===== src/inc/sbp_cfg.svh =====
// Offsets, field codes, reset values and timing constants of the base register bank
`ifndef SBP_CFG_SVH
`define SBP_CFG_SVH
`define SBP_NUM_REGS 16
`define SBP_PAGED_BASE 4'h8
`define SBP_ADDR_NODE 4'h0
`define SBP_ADDR_GAP 4'h1
`define SBP_ADDR_PORTS 4'h2
`define SBP_ADDR_SPEED 4'h3
`define SBP_ADDR_LINK 4'h4
`define SBP_ADDR_EVENT 4'h5
`define SBP_ADDR_RSVD6 4'h6
`define SBP_ADDR_PAGE 4'h7
`define SBP_GAP_RESET 6'h3f
`define SBP_EXT_CODE 3'h7
`define SBP_NUM_PORTS 4'h3
`define SBP_SPEED_CODE 3'h2
`define SBP_DELAY_CODE 4'h0
`define SBP_JITTER_CODE 3'h0
`define SBP_PAGE_RESET 3'h0
`define SBP_PORT_RESET 4'h0
`define SBP_LONG_RESET_NS 166000
`define SBP_SHORT_RESET_NS 1300
`define SBP_CLK_NS 10
`endif


===== src/inc/sbp_pkg.sv =====
// Types shared by the base register bank
package sbp_pkg;
    typedef struct packed {
        logic [31:0] paddr;
        logic psel;
        logic penable;
        logic pwrite;
        logic [31:0] pwdata;
    } sbp_apb_req_t;
    typedef struct packed {
        logic [31:0] prdata;
        logic pready;
        logic pslverr;
    } sbp_apb_rsp_t;
    typedef struct packed {
        logic [5:0] node_address;
        logic root;
        logic self_id_done;
    } sbp_tree_t;
    typedef struct packed {
        logic link_bit;
        logic contender_bit;
        logic [2:0] power_class;
    } sbp_selfid_t;
    typedef enum logic [1:0] {
        SBP_IDLE,
        SBP_WAIT_IDLE,
        SBP_RESETTING
    } sbp_rst_state_t;
endpackage


===== src/verilog/sbp_base_regs.sv =====
// Base register bank of a three-port serial bus physical layer, reached over APB
//
// Operation
// RULE1: Sixteen registers; 0..7 fixed base, 8..15 a paged window.
// RULE2: Paged window shows one of eight pages chosen by base register seven. The code reads zero in the window for every page.
// RULE3: Base register fields mean the same whatever page is selected.
// RULE4: Reserved registers and fields read zero; pages two to six reserved.
// RULE5: Node address from self-identification; completion flagged by status transfer.
// RULE6: Root flag cleared by bus reset, set when tree identification makes root.
// RULE7: Cable power flag mirrors the cable power input; zero means low.
// RULE8: Root holdoff asks to become root; cleared by hardware reset only.
// RULE9: Long reset request starts long reset after traffic ends; cleared by resets.
// RULE10: Gap value set by register write or by configuration packet.
// RULE11: Gap value all ones at hardware reset or two resets without write.
// RULE12: Extended set code reads all ones.
// RULE13: Port total reads three.
// RULE14: Speed capability reads the 400 megabit code.
// RULE15: Repeater delay field reads zero.
// RULE16: Repeater jitter field reads zero.
// RULE17: Link active flag set by hardware reset, kept across bus resets.
// RULE18: Self-identification link bit is link active AND link power status.
// RULE19: Contender flag loads from contender pin at reset; copied to self-identification.
// RULE20: Contender pin is input only during hardware reset; driven otherwise. The code also releases it for the cycle after reset.
// RULE21: Power class loads from class pins at reset, kept, copied to self-identification.
// RULE22: Four interrupt flags cleared by hardware reset or by writing one.
// RULE23: Short reset request starts short arbitrated reset; cleared by bus reset.
// RULE24: Page selector picks page for addresses 8..15; reset clears it.
// RULE25: Registers eight bits wide, bit position zero is most significant.
`timescale 1ns/10ps
`default_nettype none
`include "sbp_cfg.svh"
module sbp_base_regs #(
    parameter int LONG_RESET_CYC = (`SBP_LONG_RESET_NS + `SBP_CLK_NS - 1) / `SBP_CLK_NS
) (
    input wire logic ref_clk_i,                     // Device clock, 100 MHz
    input wire logic sys_rst_i,                     // Synchronous hardware reset
    input wire sbp_pkg::sbp_apb_req_t apb_req_i,    // APB request
    output sbp_pkg::sbp_apb_rsp_t apb_rsp_o,        // APB answer
    input wire sbp_pkg::sbp_tree_t tree_i,          // Tree and self-id results
    input wire logic bus_reset_i,                   // Bus reset seen, one pulse
    input wire logic traffic_busy_i,                // Receive or transmit in progress
    input wire logic cfg_gap_valid_i,               // Configuration packet gap load
    input wire logic [5:0] cfg_gap_i,               // Gap from configuration packet
    input wire logic cable_power_i,                 // Cable power status pin
    input wire logic link_power_status_i,           // Link power status active pin
    input wire logic [2:0] power_class_pins_i,      // Power class pins
    input wire logic contender_linkon_pin_i,        // Contender/link-on pin, input side
    output logic contender_linkon_pin_o,            // Contender/link-on pin, drive value
    output logic contender_linkon_pin_oe_o,         // Contender/link-on pin enable
    input wire logic link_on_i,                     // Link-on request to signal on pin
    input wire logic cfg_timeout_i,                 // Config timeout event pulse
    input wire logic state_timeout_i,               // State timeout event pulse
    input wire logic port_event_i,                  // Port status change pulse
    input wire logic resume_start_i,                // Resume start on a port pulse
    output logic long_reset_o,                      // Long bus reset in progress
    output logic short_reset_req_o,                 // Short reset request to arbiter
    output logic status_xfer_o,                     // Unsolicited register zero transfer
    output logic [5:0] gap_count_o,                 // Arbitration gap value
    output logic root_holdoff_o,                    // Try to become root
    output logic arb_accel_enable_o,                // Arbitration acceleration enable
    output logic multispeed_concat_enable_o,        // Multispeed concatenation enable
    output logic [2:0] page_select_o,               // Selected page
    output logic [3:0] port_select_o,               // Selected port
    output sbp_pkg::sbp_selfid_t selfid_o,          // Self-id packet fields
    output logic [3:0] irq_flags_o                  // cfg, cable, state, port flags
);
    import sbp_pkg::*;

    ////////////////////////////////////////////////////////////////////////////
    // Pin synchronisers: three stages, change taken once stages two and three agree

    logic [2:0] cps_sync_q;
    logic cps_q;
    logic cps_prev_q;
    logic [2:0] lps_sync_q;
    logic lps_q;

    always_ff @(posedge ref_clk_i) begin
        cps_sync_q <= {cps_sync_q[1:0], cable_power_i};
        lps_sync_q <= {lps_sync_q[1:0], link_power_status_i};
    end

    // Filtered levels; cable power resets to powered so no false drop event
    always_ff @(posedge ref_clk_i) begin
        if (sys_rst_i) begin
            cps_q <= 1'b1;
            cps_prev_q <= 1'b1;
            lps_q <= 1'b0;
        end else begin
            if (cps_sync_q[1] == cps_sync_q[2]) begin
                cps_q <= cps_sync_q[2];
            end
            if (lps_sync_q[1] == lps_sync_q[2]) begin
                lps_q <= lps_sync_q[2];
            end
            cps_prev_q <= cps_q;
        end
    end

    // Straps: three stages, settled level latched
    logic [3:0] strap_a_q;
    logic [3:0] strap_b_q;
    logic [3:0] strap_c_q;
    logic [3:0] strap_q;

    always_ff @(posedge ref_clk_i) begin
        strap_a_q <= {contender_linkon_pin_i, power_class_pins_i};
        strap_b_q <= strap_a_q;
        strap_c_q <= strap_b_q;
        if (strap_b_q == strap_c_q) begin
            strap_q <= strap_c_q;
        end
    end

    wire cps_fall = cps_prev_q & ~cps_q;

    ////////////////////////////////////////////////////////////////////////////
    // APB decode; every access answers at once, out-of-range addresses get pslverr

    wire apb_setup = apb_req_i.psel & ~apb_req_i.penable;
    wire apb_wr = apb_req_i.psel & apb_req_i.penable & apb_req_i.pwrite;
    wire apb_rd_setup = apb_setup & ~apb_req_i.pwrite;
    wire [3:0] reg_idx = apb_req_i.paddr[5:2];
    wire in_range = (apb_req_i.paddr[31:6] == 26'h0) & (apb_req_i.paddr[1:0] == 2'h0);
    wire [7:0] wdat = apb_req_i.pwdata[7:0];

    // All operands passed in
    function automatic logic wr_hit(input logic en, input logic [3:0] idx, input logic [3:0] want);
        wr_hit = en & (idx == want);
    endfunction

    wire wr_en = apb_wr & in_range;
    wire wr_gap = wr_hit(wr_en, reg_idx, `SBP_ADDR_GAP);
    wire wr_link = wr_hit(wr_en, reg_idx, `SBP_ADDR_LINK);
    wire wr_event = wr_hit(wr_en, reg_idx, `SBP_ADDR_EVENT);
    wire wr_page = wr_hit(wr_en, reg_idx, `SBP_ADDR_PAGE);

    ////////////////////////////////////////////////////////////////////////////
    // Control and status state

    logic root_holdoff_q;
    logic long_req_q;
    logic short_req_q;
    logic [5:0] gap_q;
    logic gap_written_q;
    logic link_active_q;
    logic contender_q;
    logic [2:0] power_class_q;
    logic resume_irq_enable_q;
    logic arb_accel_enable_q;
    logic multispeed_concat_enable_q;
    logic cfg_timeout_irq_q;
    logic cable_power_irq_q;
    logic state_timeout_irq_q;
    logic port_event_irq_q;
    logic [2:0] page_q;
    logic [3:0] port_q;
    logic root_q;
    logic rst_held_q;
    logic long_go;
    logic [31:0] prdata_q;

    // Root holdoff kept over bus resets
    always_ff @(posedge ref_clk_i) begin
        if (sys_rst_i) begin
            root_holdoff_q <= 1'b0; // [RULE8]
        end else if (wr_gap) begin
            root_holdoff_q <= wdat[7];
        end
    end

    // Reset requests: bus reset clears both, long reset start clears the long one; a write wins
    always_ff @(posedge ref_clk_i) begin
        if (sys_rst_i) begin
            long_req_q <= 1'b0;
            short_req_q <= 1'b0;
        end else begin
            if (wr_gap && wdat[6]) begin
                long_req_q <= 1'b1;
            end else if (bus_reset_i || long_go) begin
                long_req_q <= 1'b0; // [RULE9]
            end
            if (wr_event && wdat[6]) begin
                short_req_q <= 1'b1;
            end else if (bus_reset_i) begin
                short_req_q <= 1'b0; // [RULE23]
            end
        end
    end

    // Gap count; a second bus reset with no write between restores all ones
    always_ff @(posedge ref_clk_i) begin
        if (sys_rst_i) begin
            gap_q <= `SBP_GAP_RESET; // [RULE11]
            gap_written_q <= 1'b0;
        end else if (wr_gap) begin
            gap_q <= wdat[5:0]; // [RULE10]
            gap_written_q <= 1'b1;
        end else if (cfg_gap_valid_i) begin
            gap_q <= cfg_gap_i; // [RULE10]
            gap_written_q <= 1'b1;
        end else if (bus_reset_i) begin
            if (!gap_written_q) begin
                gap_q <= `SBP_GAP_RESET; // [RULE11]
            end
            gap_written_q <= 1'b0;
        end
    end

    // Straps latched while reset is held
    always_ff @(posedge ref_clk_i) begin
        rst_held_q <= sys_rst_i;
        if (sys_rst_i) begin
            link_active_q <= 1'b1; // [RULE17]
            contender_q <= strap_q[3]; // [RULE19]
            power_class_q <= strap_q[2:0]; // [RULE21]
        end else if (wr_link) begin
            link_active_q <= wdat[7];
            contender_q <= wdat[6];
            power_class_q <= wdat[2:0];
        end
    end

    // Feature enables and page/port selectors
    always_ff @(posedge ref_clk_i) begin
        if (sys_rst_i) begin
            resume_irq_enable_q <= 1'b0;
            arb_accel_enable_q <= 1'b0;
            multispeed_concat_enable_q <= 1'b0;
            page_q <= `SBP_PAGE_RESET; // [RULE24]
            port_q <= `SBP_PORT_RESET;
        end else begin
            if (wr_event) begin
                resume_irq_enable_q <= wdat[7];
                arb_accel_enable_q <= wdat[1];
                multispeed_concat_enable_q <= wdat[0];
            end
            if (wr_page) begin
                page_q <= wdat[7:5]; // [RULE24]
                port_q <= wdat[3:0];
            end
        end
    end

    // Sticky flags: an event in the clearing cycle wins over the clear
    wire ev_port = port_event_i | (resume_start_i & resume_irq_enable_q);
    wire [3:0] ev_set = {cfg_timeout_i, cps_fall, state_timeout_i, ev_port};
    wire [3:0] ev_clr = wr_event ? wdat[5:2] : 4'h0;
    wire [3:0] flags_q = {cfg_timeout_irq_q, cable_power_irq_q, state_timeout_irq_q, port_event_irq_q};
    wire [3:0] flags_d = ev_set | (flags_q & ~ev_clr);

    always_ff @(posedge ref_clk_i) begin
        if (sys_rst_i) begin
            {cfg_timeout_irq_q, cable_power_irq_q, state_timeout_irq_q, port_event_irq_q} <= 4'h0; // [RULE22]
        end else begin
            {cfg_timeout_irq_q, cable_power_irq_q, state_timeout_irq_q, port_event_irq_q} <= flags_d; // [RULE22]
        end
    end

    // Root flag: cleared on every bus reset
    always_ff @(posedge ref_clk_i) begin
        if (sys_rst_i || bus_reset_i) begin
            root_q <= 1'b0; // [RULE6]
        end else if (tree_i.root) begin
            root_q <= 1'b1; // [RULE6]
        end
    end

    ////////////////////////////////////////////////////////////////////////////
    // Long bus reset sequencer; waits for traffic to finish first

    sbp_rst_state_t rst_st_q;
    logic [31:0] rst_cnt_q;

    // Start of long reset retires request
    assign long_go = (rst_st_q == SBP_WAIT_IDLE) & ~traffic_busy_i; // [RULE9]

    always_ff @(posedge ref_clk_i) begin
        if (sys_rst_i) begin
            rst_st_q <= SBP_IDLE;
            rst_cnt_q <= 32'h0;
        end else begin
            case (rst_st_q)
                SBP_IDLE: begin
                    if (long_req_q) begin
                        rst_st_q <= SBP_WAIT_IDLE;
                    end
                end
                SBP_WAIT_IDLE: begin
                    if (!traffic_busy_i) begin
                        rst_st_q <= SBP_RESETTING; // [RULE9]
                        rst_cnt_q <= 32'h0;
                    end
                end
                SBP_RESETTING: begin
                    if (rst_cnt_q >= 32'(LONG_RESET_CYC - 1)) begin
                        rst_st_q <= SBP_IDLE;
                    end else begin
                        rst_cnt_q <= rst_cnt_q + 32'h1;
                    end
                end
                default: begin
                    rst_st_q <= SBP_IDLE;
                end
            endcase
        end
    end

    ////////////////////////////////////////////////////////////////////////////
    // Read mux; bit position zero of each register is its most significant bit

    logic [7:0] base_rd;
    wire [7:0] node_byte = {tree_i.node_address, root_q, cps_q}; // [RULE5] [RULE6] [RULE7]
    wire [7:0] ports_byte = {`SBP_EXT_CODE, 1'b0, `SBP_NUM_PORTS}; // [RULE12] [RULE13]
    wire [7:0] speed_byte = {`SBP_SPEED_CODE, 1'b0, `SBP_DELAY_CODE}; // [RULE14] [RULE15]
    wire [7:0] link_byte = {link_active_q, contender_q, `SBP_JITTER_CODE, power_class_q}; // [RULE16] [RULE25]
    wire [7:0] event_byte = {resume_irq_enable_q, short_req_q, flags_q, arb_accel_enable_q,
                             multispeed_concat_enable_q};

    // Base fields never depend on page_q
    always_comb begin
        case (reg_idx[2:0]) // [RULE3]
            3'h0: base_rd = node_byte;
            3'h1: base_rd = {root_holdoff_q, long_req_q, gap_q};
            3'h2: base_rd = ports_byte;
            3'h3: base_rd = speed_byte;
            3'h4: base_rd = link_byte;
            3'h5: base_rd = event_byte;
            3'h7: base_rd = {page_q, 1'b0, port_q};
            default: base_rd = 8'h00; // [RULE4]
        endcase
    end

    // Port pages belong to the port logic; the window reads zero
    wire [7:0] paged_rd = 8'h00; // [RULE2] [RULE4]
    wire [7:0] rd_byte = (reg_idx >= `SBP_PAGED_BASE) ? paged_rd : base_rd; // [RULE1]

    // Read data captured in setup, held through the access phase
    always_ff @(posedge ref_clk_i) begin
        if (sys_rst_i) begin
            prdata_q <= 32'h0;
        end else if (apb_rd_setup) begin
            prdata_q <= in_range ? {24'h0, rd_byte} : 32'h0;
        end
    end

    ////////////////////////////////////////////////////////////////////////////
    // Outputs

    always_comb begin
        apb_rsp_o.prdata = prdata_q;
        apb_rsp_o.pready = 1'b1;
        apb_rsp_o.pslverr = apb_req_i.psel & apb_req_i.penable & ~in_range;
    end

    // Pin released during reset and the cycle after, then driven
    assign contender_linkon_pin_oe_o = ~sys_rst_i & ~rst_held_q; // [RULE20]
    assign contender_linkon_pin_o = link_on_i;
    assign long_reset_o = (rst_st_q == SBP_RESETTING);
    assign short_reset_req_o = short_req_q; // [RULE23]
    assign status_xfer_o = tree_i.self_id_done; // [RULE5]
    assign gap_count_o = gap_q;
    assign root_holdoff_o = root_holdoff_q; // [RULE8]
    assign arb_accel_enable_o = arb_accel_enable_q;
    assign multispeed_concat_enable_o = multispeed_concat_enable_q;
    assign page_select_o = page_q; // [RULE2]
    assign port_select_o = port_q;
    assign selfid_o.link_bit = link_active_q & lps_q; // [RULE18]
    assign selfid_o.contender_bit = contender_q; // [RULE19]
    assign selfid_o.power_class = power_class_q; // [RULE21]
    assign irq_flags_o = flags_q;
endmodule
`default_nettype wire


===== config.mk =====
export PLATFORM = sky130hd
export DESIGN_NAME = sbp_base_regs
export DESIGN_NICKNAME = d
export VERILOG_FILES = /design/src/inc/sbp_pkg.sv /design/src/verilog/sbp_base_regs.sv
export VERILOG_INCLUDE_DIRS = /design/src /design/src/inc
export SDC_FILE = /design/constraint.sdc
export NUM_CORES = 1
export LEC_CHECK = 0
export BUFFER_PORTS_ARGS = -buffer_cell sky130_fd_sc_hd__buf_4
export CORE_MARGIN = 3
export CORE_UTILIZATION = 54
export CTS_BUF_LIST = sky130_fd_sc_hd__clkbuf_8
export DETAILED_ROUTE_END_ITERATION = 16
export PLACE_DENSITY = 0.87
export REMOVE_ABC_BUFFERS = 1
export SETUP_SLACK_MARGIN = 0.4
export SKIP_LAST_GASP = 1
export SLEW_MARGIN = 10
export SYNTH_ARGS = -nofsm -noshare
export SYNTH_HDL_FRONTEND = slang
export SYNTH_SLANG_ARGS = --single-unit

===== constraint.sdc =====
create_clock -name ref_clk_i -period 4.6 [get_ports ref_clk_i]
set_input_delay 0.92 -clock ref_clk_i [delete_from_list [all_inputs] [get_ports ref_clk_i]]
set_output_delay 0.92 -clock ref_clk_i [all_outputs]
set_load 0.05 [all_outputs]

==> impl_metrics.py, run 1 <==
metrics = {
    "status": {
        "status": "finished, final reports clean",
    },
    "critical_path": {
        "critPathMostFrequentCell": "buf_4",
        "r2r-end": "rst_cnt_q[12]",
        "path_cells": "buf_4 > nor4_2 > nand4_2 > o211a_1 > buf_4",
        "reg2reg_setup_slack_ns": 2.08,
        "cp.required_ns": 3.68,
        "rr_startpoint": "rst_cnt_q[0]",
        "endpoint_kind": "output port",
        "crit_buf_inv": 2,
        "slowest_delay_ns": 0.30,
        "critPathTopFamily": "simple AND/OR/NAND/NOR gates",
        "startpoint_type": "input port",
        "worstPathArrival_ns": 2.01,
        "cp_max_fo": 3,
        "r2r_cells": 7,
        "critPathSlowestCell": "nor4_2",
        "critical_path_class": "input port to output port",
    },
    "drt": {
        "via_count": 3302,
        "wl_um": 9360,
        "drtIter0Drc": 178,
        "vias_per_cell": 5.35,
        "drtAntennaViolNets": 0,
        "first_pass_iters": 5,
        "wl_per_cell_um": 15.2,
        "drc": 0,
    },
    "power": {
        "power.share.clock_pct": 33.3,
        "p_int_uw": 1210,
        "seqPwrFrac_pct": 53.5,
        "switching_share_pct": 27.1,
        "ir_drop_mv": 0.304,
        "combPwrFrac_pct": 13.2,
        "p_leak_uw": 0.00219,
        "switching_power_uw": 452,
        "pwr_density_cell_nw_per_um2": 332,
    },
    "clock_tree": {
        "h-tree-depth": 3,
        "cts_resized": 0,
        "root_buffer": "clkbuf_8",
        "cts_tree": "yes",
        "cts_buffers": 9,
        "clockBufferDepth": 2,
        "clk_pin_slew_ns": 0.09,
        "cts_setup_buffers": 0,
        "cts.sinks": 98,
        "ctsHoldBuffers": 0,
        "clock_latency_ns": 0.36,
    },
    "grt": {
        "grt_max_degree": 50,
        "grt_first_pass_wirelength_um": 14700,
        "grt_usage_pct": 21.5,
        "grt_pass1_vias": 3069,
        "grt.overflow.total": 0,
        "antenna_found_initial": 0,
    },
    "timing": {
        "finalClockSkew_ns": 0.00786,
        "hold_viol": 0,
        "max_freq_mhz": 341,
        "setup_violations": 0,
        "rsz0062_at_grt": "no",
        "slew_headroom_pct": 36.6,
        "min_period_ns": 2.93,
        "worstMarginPinSlew_ns": 0.948,
        "period_share_pct": 63.8,
        "tns_ns": 0,
        "maxSlewViolCount": 0,
    },
    "floorplan": {
        "chipWidth_um": 93.4,
        "die_area_um2": 8730,
        "coreArea_um2": 7330,
        "die_h_um": 93.4,
        "io_pins": 161,
        "start_util_pct": 56.3,
        "rows": 31,
    },
    "placement": {
        "placed_cells": 601,
        "hpwlAfterDp_um": 6880,
        "globalplace.congestion": 0.838,
        "io_buffers": 107,
    },
    "yosys": {
        "synth_area_leaders": "dfxtp_1 44%, nor2_1 6.5%, buf_4 6.2%",
        "yosys-top-cells-count": "90 x dfxtp_1, 71 x nor2_1, 34 x buf_4",
        "syn_area_um2": 4130,
        "yosysMostFrequentCell": "dfxtp_1",
        "synth_seq_cells": 98,
        "synth_area_per_cell_um2": 9.74,
        "synth_largest_area_cell": "dfxtp_1",
        "ys.flop_type": "dfxtp_1",
        "synthCells": 424,
        "yosysSeqAreaShare_pct": 49.5,
        "yosysWarnings": 0,
        "synth_top_area_share_pct": 43.6,
        "async_reset_ff_share_pct": 0,
        "synth_edf_count": 8,
        "ys_types": 50,
    },
    "worst_hold_path": {
        "min_path_cells": 0,
        "hp-start": "cps_sync_q[0]",
        "min_to": "cps_sync_q[1]",
        "hold_path_class": "flip-flop to flip-flop",
    },
    "finish": {
        "syn2layout_area_growth_pct": 21.5,
        "fin_nets": 611,
        "final_cell_count_no_fill": 617,
        "drive_above_1_share_pct": 28.6,
        "n_fill_cell": 565,
        "diodes": 0,
    },
    "run": {
        "max_cap_violations": 0,
    },
}
how the worst max path moves through the flow:
stage	start	to	slack, ns	cells after the start
6_report	apb_req_i[51]	apb_rsp_o[0]	1.67	5
5_1_grt	apb_req_i[64]	apb_rsp_o[0]	1.53	5
4_1_cts	apb_req_i[51]	apb_rsp_o[0]	1.65	5
3_5_place_dp	apb_req_i[51]	gap_count_o[0]	1.53	7
3_3_place_gp	apb_req_i[51]	gap_count_o[2]	1.62	7
2_1_floorplan	apb_req_i[43]	apb_rsp_o[0]	1.87	3
cells in the final DEF, fill, tap and decap left out, types with 2 or more instances in the layout:
cell type | netlist | final
nand4_2 | 2 | 2
clkinvlp_4 | 0 | 2
nand4_1 | 3 | 3
inv_1 | 5 | 6
a311oi_1 | 2 | 2
mux2i_1 | 13 | 13
xnor2_1 | 2 | 2
a22oi_1 | 9 | 9
nor3_1 | 6 | 6
nor2b_1 | 8 | 8
edfxtp_1 | 8 | 8
a21o_1 | 4 | 4
xor2_1 | 13 | 13
o2111ai_1 | 4 | 4
o21ai_0 | 10 | 10
o211ai_1 | 4 | 4
a21oi_1 | 20 | 20
and3_1 | 3 | 3
a221oi_1 | 4 | 4
clkbuf_8 | 0 | 9
and2_1 | 19 | 19
nand2_1 | 7 | 7
nand3_1 | 11 | 11
a211o_1 | 7 | 7
dfxtp_1 | 90 | 90
mux2_2 | 10 | 10
mux4_2 | 2 | 2
nor3b_1 | 2 | 2
nor2_1 | 71 | 71
or2_2 | 2 | 2
nand2b_1 | 2 | 2
buf_4 | 34 | 108
nor4_2 | 4 | 4
conb_1 | 2 | 25
nor4_1 | 9 | 9
power groups by stage:
stage / registers, uW / clock network [uW] / logic (uW)
2_1_floorplan: 935 / 0 / 99.2
3_3_place_gp: 909 / 0 / 214
3_5_place_dp: 911 / 0 / 219
4_1_cts: 891 / 570 / 220
5_1_grt: 894 / 603 / 234
6_report: 891 / 555 / 220
area by class of cell:
class / count / area [um2] / area share, %
Sequential cell: 98 / 2040 / 40.7
Clock buffer: 9 / 124 / 2.47
Multi-Input combinational cell: 291 / 1820 / 36.2
Inverter: 5 / 18.8 / 0.374
Tap cell: 99 / 124 / 2.47
Clock inverter: 7 / 77.6 / 1.55
Timing Repair Buffer: 108 / 811 / 16.2
flip-flops by register name, indices dropped and copies added, names as in the netlist, 2 cells and up:
register / count
cps_sync_q: 3
gap_count_o: 6
lps_sync_q: 3
page_select_o: 3
port_select_o: 4
power_class_q: 3
prdata_q: 8
rst_cnt_q: 32
rst_st_q: 2
strap_a_q: 4
strap_b_q: 4
strap_c_q: 4
strap_q: 4
through the flow:
step	power, uW	area, um2	util [%]	hold WS (ns)	worst slack [ns]
2_1_floorplan	1030	3880	-	0.310	1.87
3_3_place_gp	1120	4810	65.6	0.311	1.62
3_5_place_dp	1130	4810	65.6	0.314	1.53
4_1_cts	1680	5010	68.4	0.335	1.65
5_1_grt	1730	5010	68.4	0.344	1.53
6_report	1670	5010	68.4	0.333	1.67
routing by layer:
| layer | GRT usage, % | up-vias | share of wire, % |
|---|---|---|---|
| met5 | 0 | - | 0 |
| met4 | 7.08 | 0 | 2.1 |
| met3 | 6.44 | 19 | 9.1 |
| met2 | 38.7 | 141 | 51 |
| met1 | 24.2 | 1540 | 38 |
| li1 | - | 1602 | - |
cell families after synthesis:
| kind of cell | share of synthesized area, % |
|---|---|
| compound gates | 11.6 |
| xor+xnor | 3.18 |
| fa+ha+maj | 0.303 |
| buf+inv | 8.61 |
| flops | 49.5 |
| mux | 6.97 |
| other cells | 0.182 |
| simple gates | 19.6 |
Power figures use the tool's default switching activity.
==> run 2: changes to the inputs <==
--- a/config.mk
+++ b/config.mk
@@ -8,10 +8,10 @@
 export LEC_CHECK = 0
 export BUFFER_PORTS_ARGS = -buffer_cell sky130_fd_sc_hd__buf_4
 export CORE_MARGIN = 3
-export CORE_UTILIZATION = 54
+export CORE_UTILIZATION = 45
 export CTS_BUF_LIST = sky130_fd_sc_hd__clkbuf_8
 export DETAILED_ROUTE_END_ITERATION = 16
-export PLACE_DENSITY = 0.87
+export PLACE_DENSITY = 0.78
 export REMOVE_ABC_BUFFERS = 1
 export SETUP_SLACK_MARGIN = 0.4
 export SKIP_LAST_GASP = 1
==> constraint.sdc (replaced) <==
create_clock -name ref_clk_i -period 2.55 [get_ports ref_clk_i]
set_input_delay 0.51 -clock ref_clk_i [delete_from_list [all_inputs] [get_ports ref_clk_i]]
set_output_delay 0.51 -clock ref_clk_i [all_outputs]
set_load 0.05 [all_outputs]
==> impl_metrics.py, run 2 (synthesized netlist as in run 1, its figures left out) <==
metrics = {
    "status": {
        "status": "finished, final reports clean",
    },
    "timing": {
        "max_freq_mhz": 477,
        "setup_ws_ns": 0.454,
        "slew_headroom_pct": 52.9,
        "finalClockSkew_ns": 0.00976,
        "hold_viol": 0,
        "tns_ns": 0,
        "worstMarginPinSlew_ns": 0.700,
        "rsz0062_at_grt": "no",
        "min_period_ns": 2.10,
        "period_share_pct": 82.2,
        "setup_violations": 0,
        "maxSlewViolCount": 0,
    },
    "floorplan": {
        "die_h_um": 102,
        "start_util_pct": 46.9,
        "die_area_um2": 10400,
        "io_pins": 161,
        "coreArea_um2": 8810,
        "rows": 34,
        "chipWidth_um": 102,
    },
    "critical_path": {
        "rr_startpoint": "rst_cnt_q[0]",
        "startpoint_type": "input port",
        "crit_path_start": "apb_req_i[50]",
        "cp.required_ns": 2.04,
        "r2r-end": "rst_cnt_q[12]",
        "cp_max_fo": 3,
        "endpoint": "apb_rsp_o[0]",
        "worstPathArrival_ns": 1.59,
        "reg2reg_setup_slack_ns": 0.50,
        "critical_path_class": "input port to output port",
        "r2r_cells": 7,
        "endpoint_kind": "output port",
    },
    "finish": {
        "fin_nets": 622,
        "n_fill_cell": 762,
        "syn2layout_area_growth_pct": 24.4,
        "final_common_cell": "buf_4",
        "top_register": "rst_cnt_q",
        "largest_reg_flops": 32,
        "drive_above_1_share_pct": 30.4,
        "final_cell_mix": "119 x buf_4, 90 x dfxtp_1, 71 x nor2_1",
        "diodes": 0,
        "final_cell_count_no_fill": 637,
        "fin_area_um2": 5130,
    },
    "worst_hold_path": {
        "hp-start": "cable_power_i",
        "hold_path_class": "input port to flip-flop",
    },
    "clock_tree": {
        "cts_tree": "yes",
        "h-tree-depth": 3,
        "clk_pin_slew_ns": 0.10,
        "clockBufferDepth": 2,
        "cts_buffers": 9,
        "root_buffer": "clkbuf_8",
        "clock_latency_ns": 0.36,
        "ctsHoldBuffers": 0,
        "cts.sinks": 98,
    },
    "grt": {
        "antenna_found_initial": 0,
        "grt_max_degree": 26,
        "grt_usage_pct": 18.7,
        "grt.overflow.total": 0,
        "grt_first_pass_wirelength_um": 14900,
        "grt_pass1_vias": 3102,
    },
    "drt": {
        "drtAntennaViolNets": 0,
        "routedLengthMet1_um": 3770,
        "wl_met2_um": 4950,
        "wl_per_cell_um": 15.3,
        "drc": 0,
        "drtIter0Drc": 105,
        "highest-signal-layer": "met4",
        "first_pass_iters": 4,
        "via_count": 3276,
        "wl_met3_um": 855,
        "wl_um": 9750,
        "vias_per_cell": 5.14,
    },
    "power": {
        "combPwrFrac_pct": 13.2,
        "switching_power_uw": 834,
        "pwr_density_cell_nw_per_um2": 591,
        "ir_drop_mv": 0.401,
        "power.share.clock_pct": 33.9,
        "p_leak_uw": 0.00225,
        "seqPwrFrac_pct": 52.9,
        "switching_share_pct": 27.5,
        "p_int_uw": 2200,
    },
    "placement": {
        "pre_cts_ws_ns": 0.213,
        "hpwlAfterDp_um": 7350,
        "postPlaceCellArea_um2": 4880,
        "globalplace.congestion": 0.883,
        "placed_cells": 617,
        "io_buffers": 107,
    },
    "run": {
        "max_cap_violations": 0,
    },
}
-- run 2: area by class of cell --
| cell class | count | area [um2] | area share (%) |
|---|---|---|---|
| Sequential cell | 98 | 2040 | 39.8 |
| Multi-Input combinational cell | 291 | 1840 | 35.8 |
| Timing Repair Buffer | 119 | 893 | 17.4 |
| Tap cell | 108 | 135 | 2.63 |
| Clock buffer | 9 | 124 | 2.41 |
| Clock inverter | 7 | 82.6 | 1.61 |
| Inverter | 5 | 18.8 | 0.365 |
-- run 2: routing by layer --
metal / up-vias / track usage (%)
li1: 1625 / -
met1: 1512 / 20.7
met2: 124 / 32.6
met3: 15 / 6.96
met4: 0 / 7.16
met5: - / 0
-- run 2: critical path, cell delays in order --
cell and delay, ns:
buf_4 0.12, nor4_4 0.28, nand4_2 0.21, o211a_1 0.27
buf_4 0.19
-- run 2: how the worst min path moves through the flow --
stage                     to  slack, ns  cells after the start
6_report       cps_sync_q[0]       0.24                      1
5_1_grt        cps_sync_q[0]       0.22                      1
4_1_cts         strap_a_q[2]       0.22                      1
3_5_place_dp    strap_b_q[0]       0.31                      0
3_3_place_gp    strap_b_q[2]       0.31                      0
2_1_floorplan  cps_sync_q[1]       0.31                      0
-- run 2: power by group through the flow --
| stage | clock, uW | combinational (uW) | sequential (uW) |
|---|---|---|---|
| 3_3_place_gp | 0 | 393 | 1640 |
| 4_1_cts | 1060 | 399 | 1610 |
| 5_1_grt | 1110 | 429 | 1610 |
| 3_5_place_dp | 0 | 398 | 1640 |
| 6_report | 1030 | 401 | 1610 |
| 2_1_floorplan | 0 | 179 | 1690 |
-- run 2: repair_timing --
action	4_1_cts	5_1_grt
buffers inserted	0	4
gates resized for setup	0	3
endpoints found under the hold margin	0	0
endpoints found under the setup margin	0	5
-- run 2: metrics by stage --
stage          utilization, %  hold WS [ns]  power (uW)
6_report                 58.3         0.239        3040
5_1_grt                  58.3         0.215        3150
4_1_cts                  57.7         0.219        3070
3_5_place_dp             55.4         0.313        2040
3_3_place_gp             55.4         0.313        2030
2_1_floorplan               -         0.310        1860
==> run 3: changes to the inputs <==
--- a/config.mk
+++ b/config.mk
@@ -8,10 +8,10 @@
 export LEC_CHECK = 0
 export BUFFER_PORTS_ARGS = -buffer_cell sky130_fd_sc_hd__buf_4
 export CORE_MARGIN = 3
-export CORE_UTILIZATION = 45
+export CORE_UTILIZATION = 50
 export CTS_BUF_LIST = sky130_fd_sc_hd__clkbuf_8
 export DETAILED_ROUTE_END_ITERATION = 16
-export PLACE_DENSITY = 0.78
+export PLACE_DENSITY = 0.82
 export REMOVE_ABC_BUFFERS = 1
 export SETUP_SLACK_MARGIN = 0.4
 export SKIP_LAST_GASP = 1
==> constraint.sdc (replaced) <==
create_clock -name ref_clk_i -period 2 [get_ports ref_clk_i]
set_input_delay 0.4 -clock ref_clk_i [delete_from_list [all_inputs] [get_ports ref_clk_i]]
set_output_delay 0.4 -clock ref_clk_i [all_outputs]
set_load 0.05 [all_outputs]
==> impl_metrics.py, run 3 (synthesized netlist as in run 1, its figures left out) <==
metrics = {
    "drt": {
        "vias_per_cell": 5.36,
        "drtAntennaViolNets": 0,
        "drc": 0,
        "wl_met2_um": 5810,
        "wl_per_cell_um": 16.7,
        "routedLengthMet1_um": 3980,
        "wl_um": 11000,
        "via_count": 3514,
        "highest-signal-layer": "met4",
        "first_pass_iters": 4,
        "drtIter0Drc": 156,
        "wl_met3_um": 814,
    },
    "clock_tree": {
        "clock_latency_ns": 0.36,
        "root_buffer": "clkbuf_8",
        "cts_tree": "yes",
        "clockBufferDepth": 2,
        "h-tree-depth": 3,
        "clk_pin_slew_ns": 0.10,
        "cts_buffers": 9,
        "cts.sinks": 98,
    },
    "grt": {
        "antenna_found_initial": 0,
        "grt_pass1_vias": 3538,
        "grt_first_pass_wirelength_um": 17300,
        "grt.overflow.total": 0,
        "grt_usage_pct": 22.6,
        "grt_max_degree": 23,
    },
    "finish": {
        "final_common_cell": "buf_4",
        "syn2layout_area_growth_pct": 37.6,
        "largest_reg_flops": 32,
        "top_register": "rst_cnt_q",
        "final_cell_mix": "118 x buf_4, 87 x dfxtp_1, 65 x nor2_1",
        "drive_above_1_share_pct": 39.4,
        "fin_nets": 647,
        "n_fill_cell": 548,
        "diodes": 0,
    },
    "power": {
        "combPwrFrac_pct": 13.7,
        "p_int_uw": 3070,
        "p_leak_uw": 0.00245,
        "switching_power_uw": 1070,
        "power.share.clock_pct": 36.9,
        "ir_drop_mv": 0.466,
        "pwr_density_cell_nw_per_um2": 729,
        "seqPwrFrac_pct": 49.4,
        "finalPower_uw": 4140,
        "switching_share_pct": 25.9,
    },
    "critical_path": {
        "reg2reg_setup_slack_ns": 0.12,
        "worstPathArrival_ns": 2.18,
        "cp_max_fo": 8,
        "path_cells": "ha_4 > a211oi_2 > o211ai_1 > a211oi_2 > buf_4 > o2111ai_1 > xor2_1 > nor2_1",
        "crit_buf_inv": 1,
        "r2r_cells": 8,
        "cp.required_ns": 2.30,
        "critPathTopFamily": "compound AO/OA/AOI/OAI gates",
        "critPathSlowestCell": "dfxtp_2",
        "rr_startpoint": "rst_cnt_q[0]",
        "startpoint_type": "flip-flop",
        "slowest_delay_ns": 0.35,
        "critical_path_class": "flip-flop to flip-flop",
        "r2r-end": "rst_cnt_q[3]",
        "endpoint_kind": "flip-flop",
        "critPathMostFrequentCell": "a211oi_2",
    },
    "floorplan": {
        "die_area_um2": 9380,
        "chipWidth_um": 96.9,
        "io_pins": 161,
        "coreArea_um2": 7890,
        "start_util_pct": 52.3,
        "rows": 32,
        "die_h_um": 96.9,
    },
    "timing": {
        "worst_hold_slack_ns": 0.135,
        "min_period_ns": 1.88,
        "finalClockSkew_ns": 0.00872,
        "hold_viol": 0,
        "slew_headroom_pct": 61.7,
        "maxSlewViolCount": 0,
        "worstMarginPinSlew_ns": 0.573,
        "period_share_pct": 94.0,
        "max_freq_mhz": 532,
        "setup_violations": 0,
        "rsz0062_at_grt": "yes",
    },
    "placement": {
        "hpwlAfterDp_um": 7470,
        "globalplace.congestion": 0.851,
        "io_buffers": 107,
    },
    "worst_hold_path": {
        "min_to": "cps_sync_q[0]",
        "min_path_cells": 1,
        "hold_path_class": "input port to flip-flop",
        "hp-start": "cable_power_i",
    },
    "status": {
        "status": "finished, final reports clean",
    },
    "run": {
        "max_cap_violations": 0,
    },
}
## run 3: cell types whose count changed in the layout (fill, tap and decap cells not counted), sizes merged
cell      previous run  this run
buf                119       144
bufinv               1         3
clkinvlp             2         0
## run 3: power by group through the flow
stage | Combinational [uW] | Clock, uW | Sequential (uW)
global route | 597 | 1630 | 2050
detailed placement | 518 | 0 | 2090
global placement | 508 | 0 | 2090
finish | 567 | 1530 | 2050
floorplan | 228 | 0 | 2150
CTS | 551 | 1550 | 2050
## run 3: worst max path at each step
stage             startpoint                to  depth (start not counted)  slack [ns]
3_3_place_gp   apb_req_i[42]    gap_count_o[1]                          8       -0.08
3_5_place_dp   apb_req_i[51]    gap_count_o[0]                          8       -0.15
2_1_floorplan    rst_st_q[1]     rst_cnt_q[12]                          6       -0.52
4_1_cts        apb_req_i[47]      apb_rsp_o[0]                          6        0.10
5_1_grt        apb_req_i[65]  port_select_o[2]                         11        0.04
6_report        rst_cnt_q[0]      rst_cnt_q[3]                          8        0.12
## run 3: layer usage
metal  vias up  global-route usage [%]
met2       148                    42.0
li1       1671                       -
met4         0                    9.18
met1      1664                    24.8
met3        31                    4.83
met5         -                       0
## run 3: cell type report
type / count / area [um2] / area share [%]
repair buffers: 144 / 1180 / 20.7
well taps: 102 / 128 / 2.25
clock inverters: 7 / 118 / 2.07
inverters: 5 / 18.8 / 0.330
clock buffers: 9 / 124 / 2.18
multi-input cells: 291 / 2070 / 36.4
flip-flops and latches: 98 / 2050 / 36.0
## run 3: what timing repair did
item | CTS | global route
gates resized for setup | 64 | 18
pin swaps | 35 | 15
buffers inserted | 6 | 3
hold buffers | 0 | 0
setup endpoints to repair | 61 | 52
cloned | 1 | 0
## run 3: through the flow
step / setup TNS (ns) / worst slack, ns / util [%] / cells / instance area [um2]
floorplan: -4.48 / -0.524 / - / 394 / 3880
global placement: -0.655 / -0.0771 / 63.5 / 630 / 5010
detailed placement: -1.96 / -0.145 / 63.5 / 630 / 5010
CTS: 0 / 0.103 / 70.5 / 653 / 5560
global route: 0 / 0.0426 / 72.0 / 656 / 5680
finish: 0 / 0.121 / 72.0 / 656 / 5680
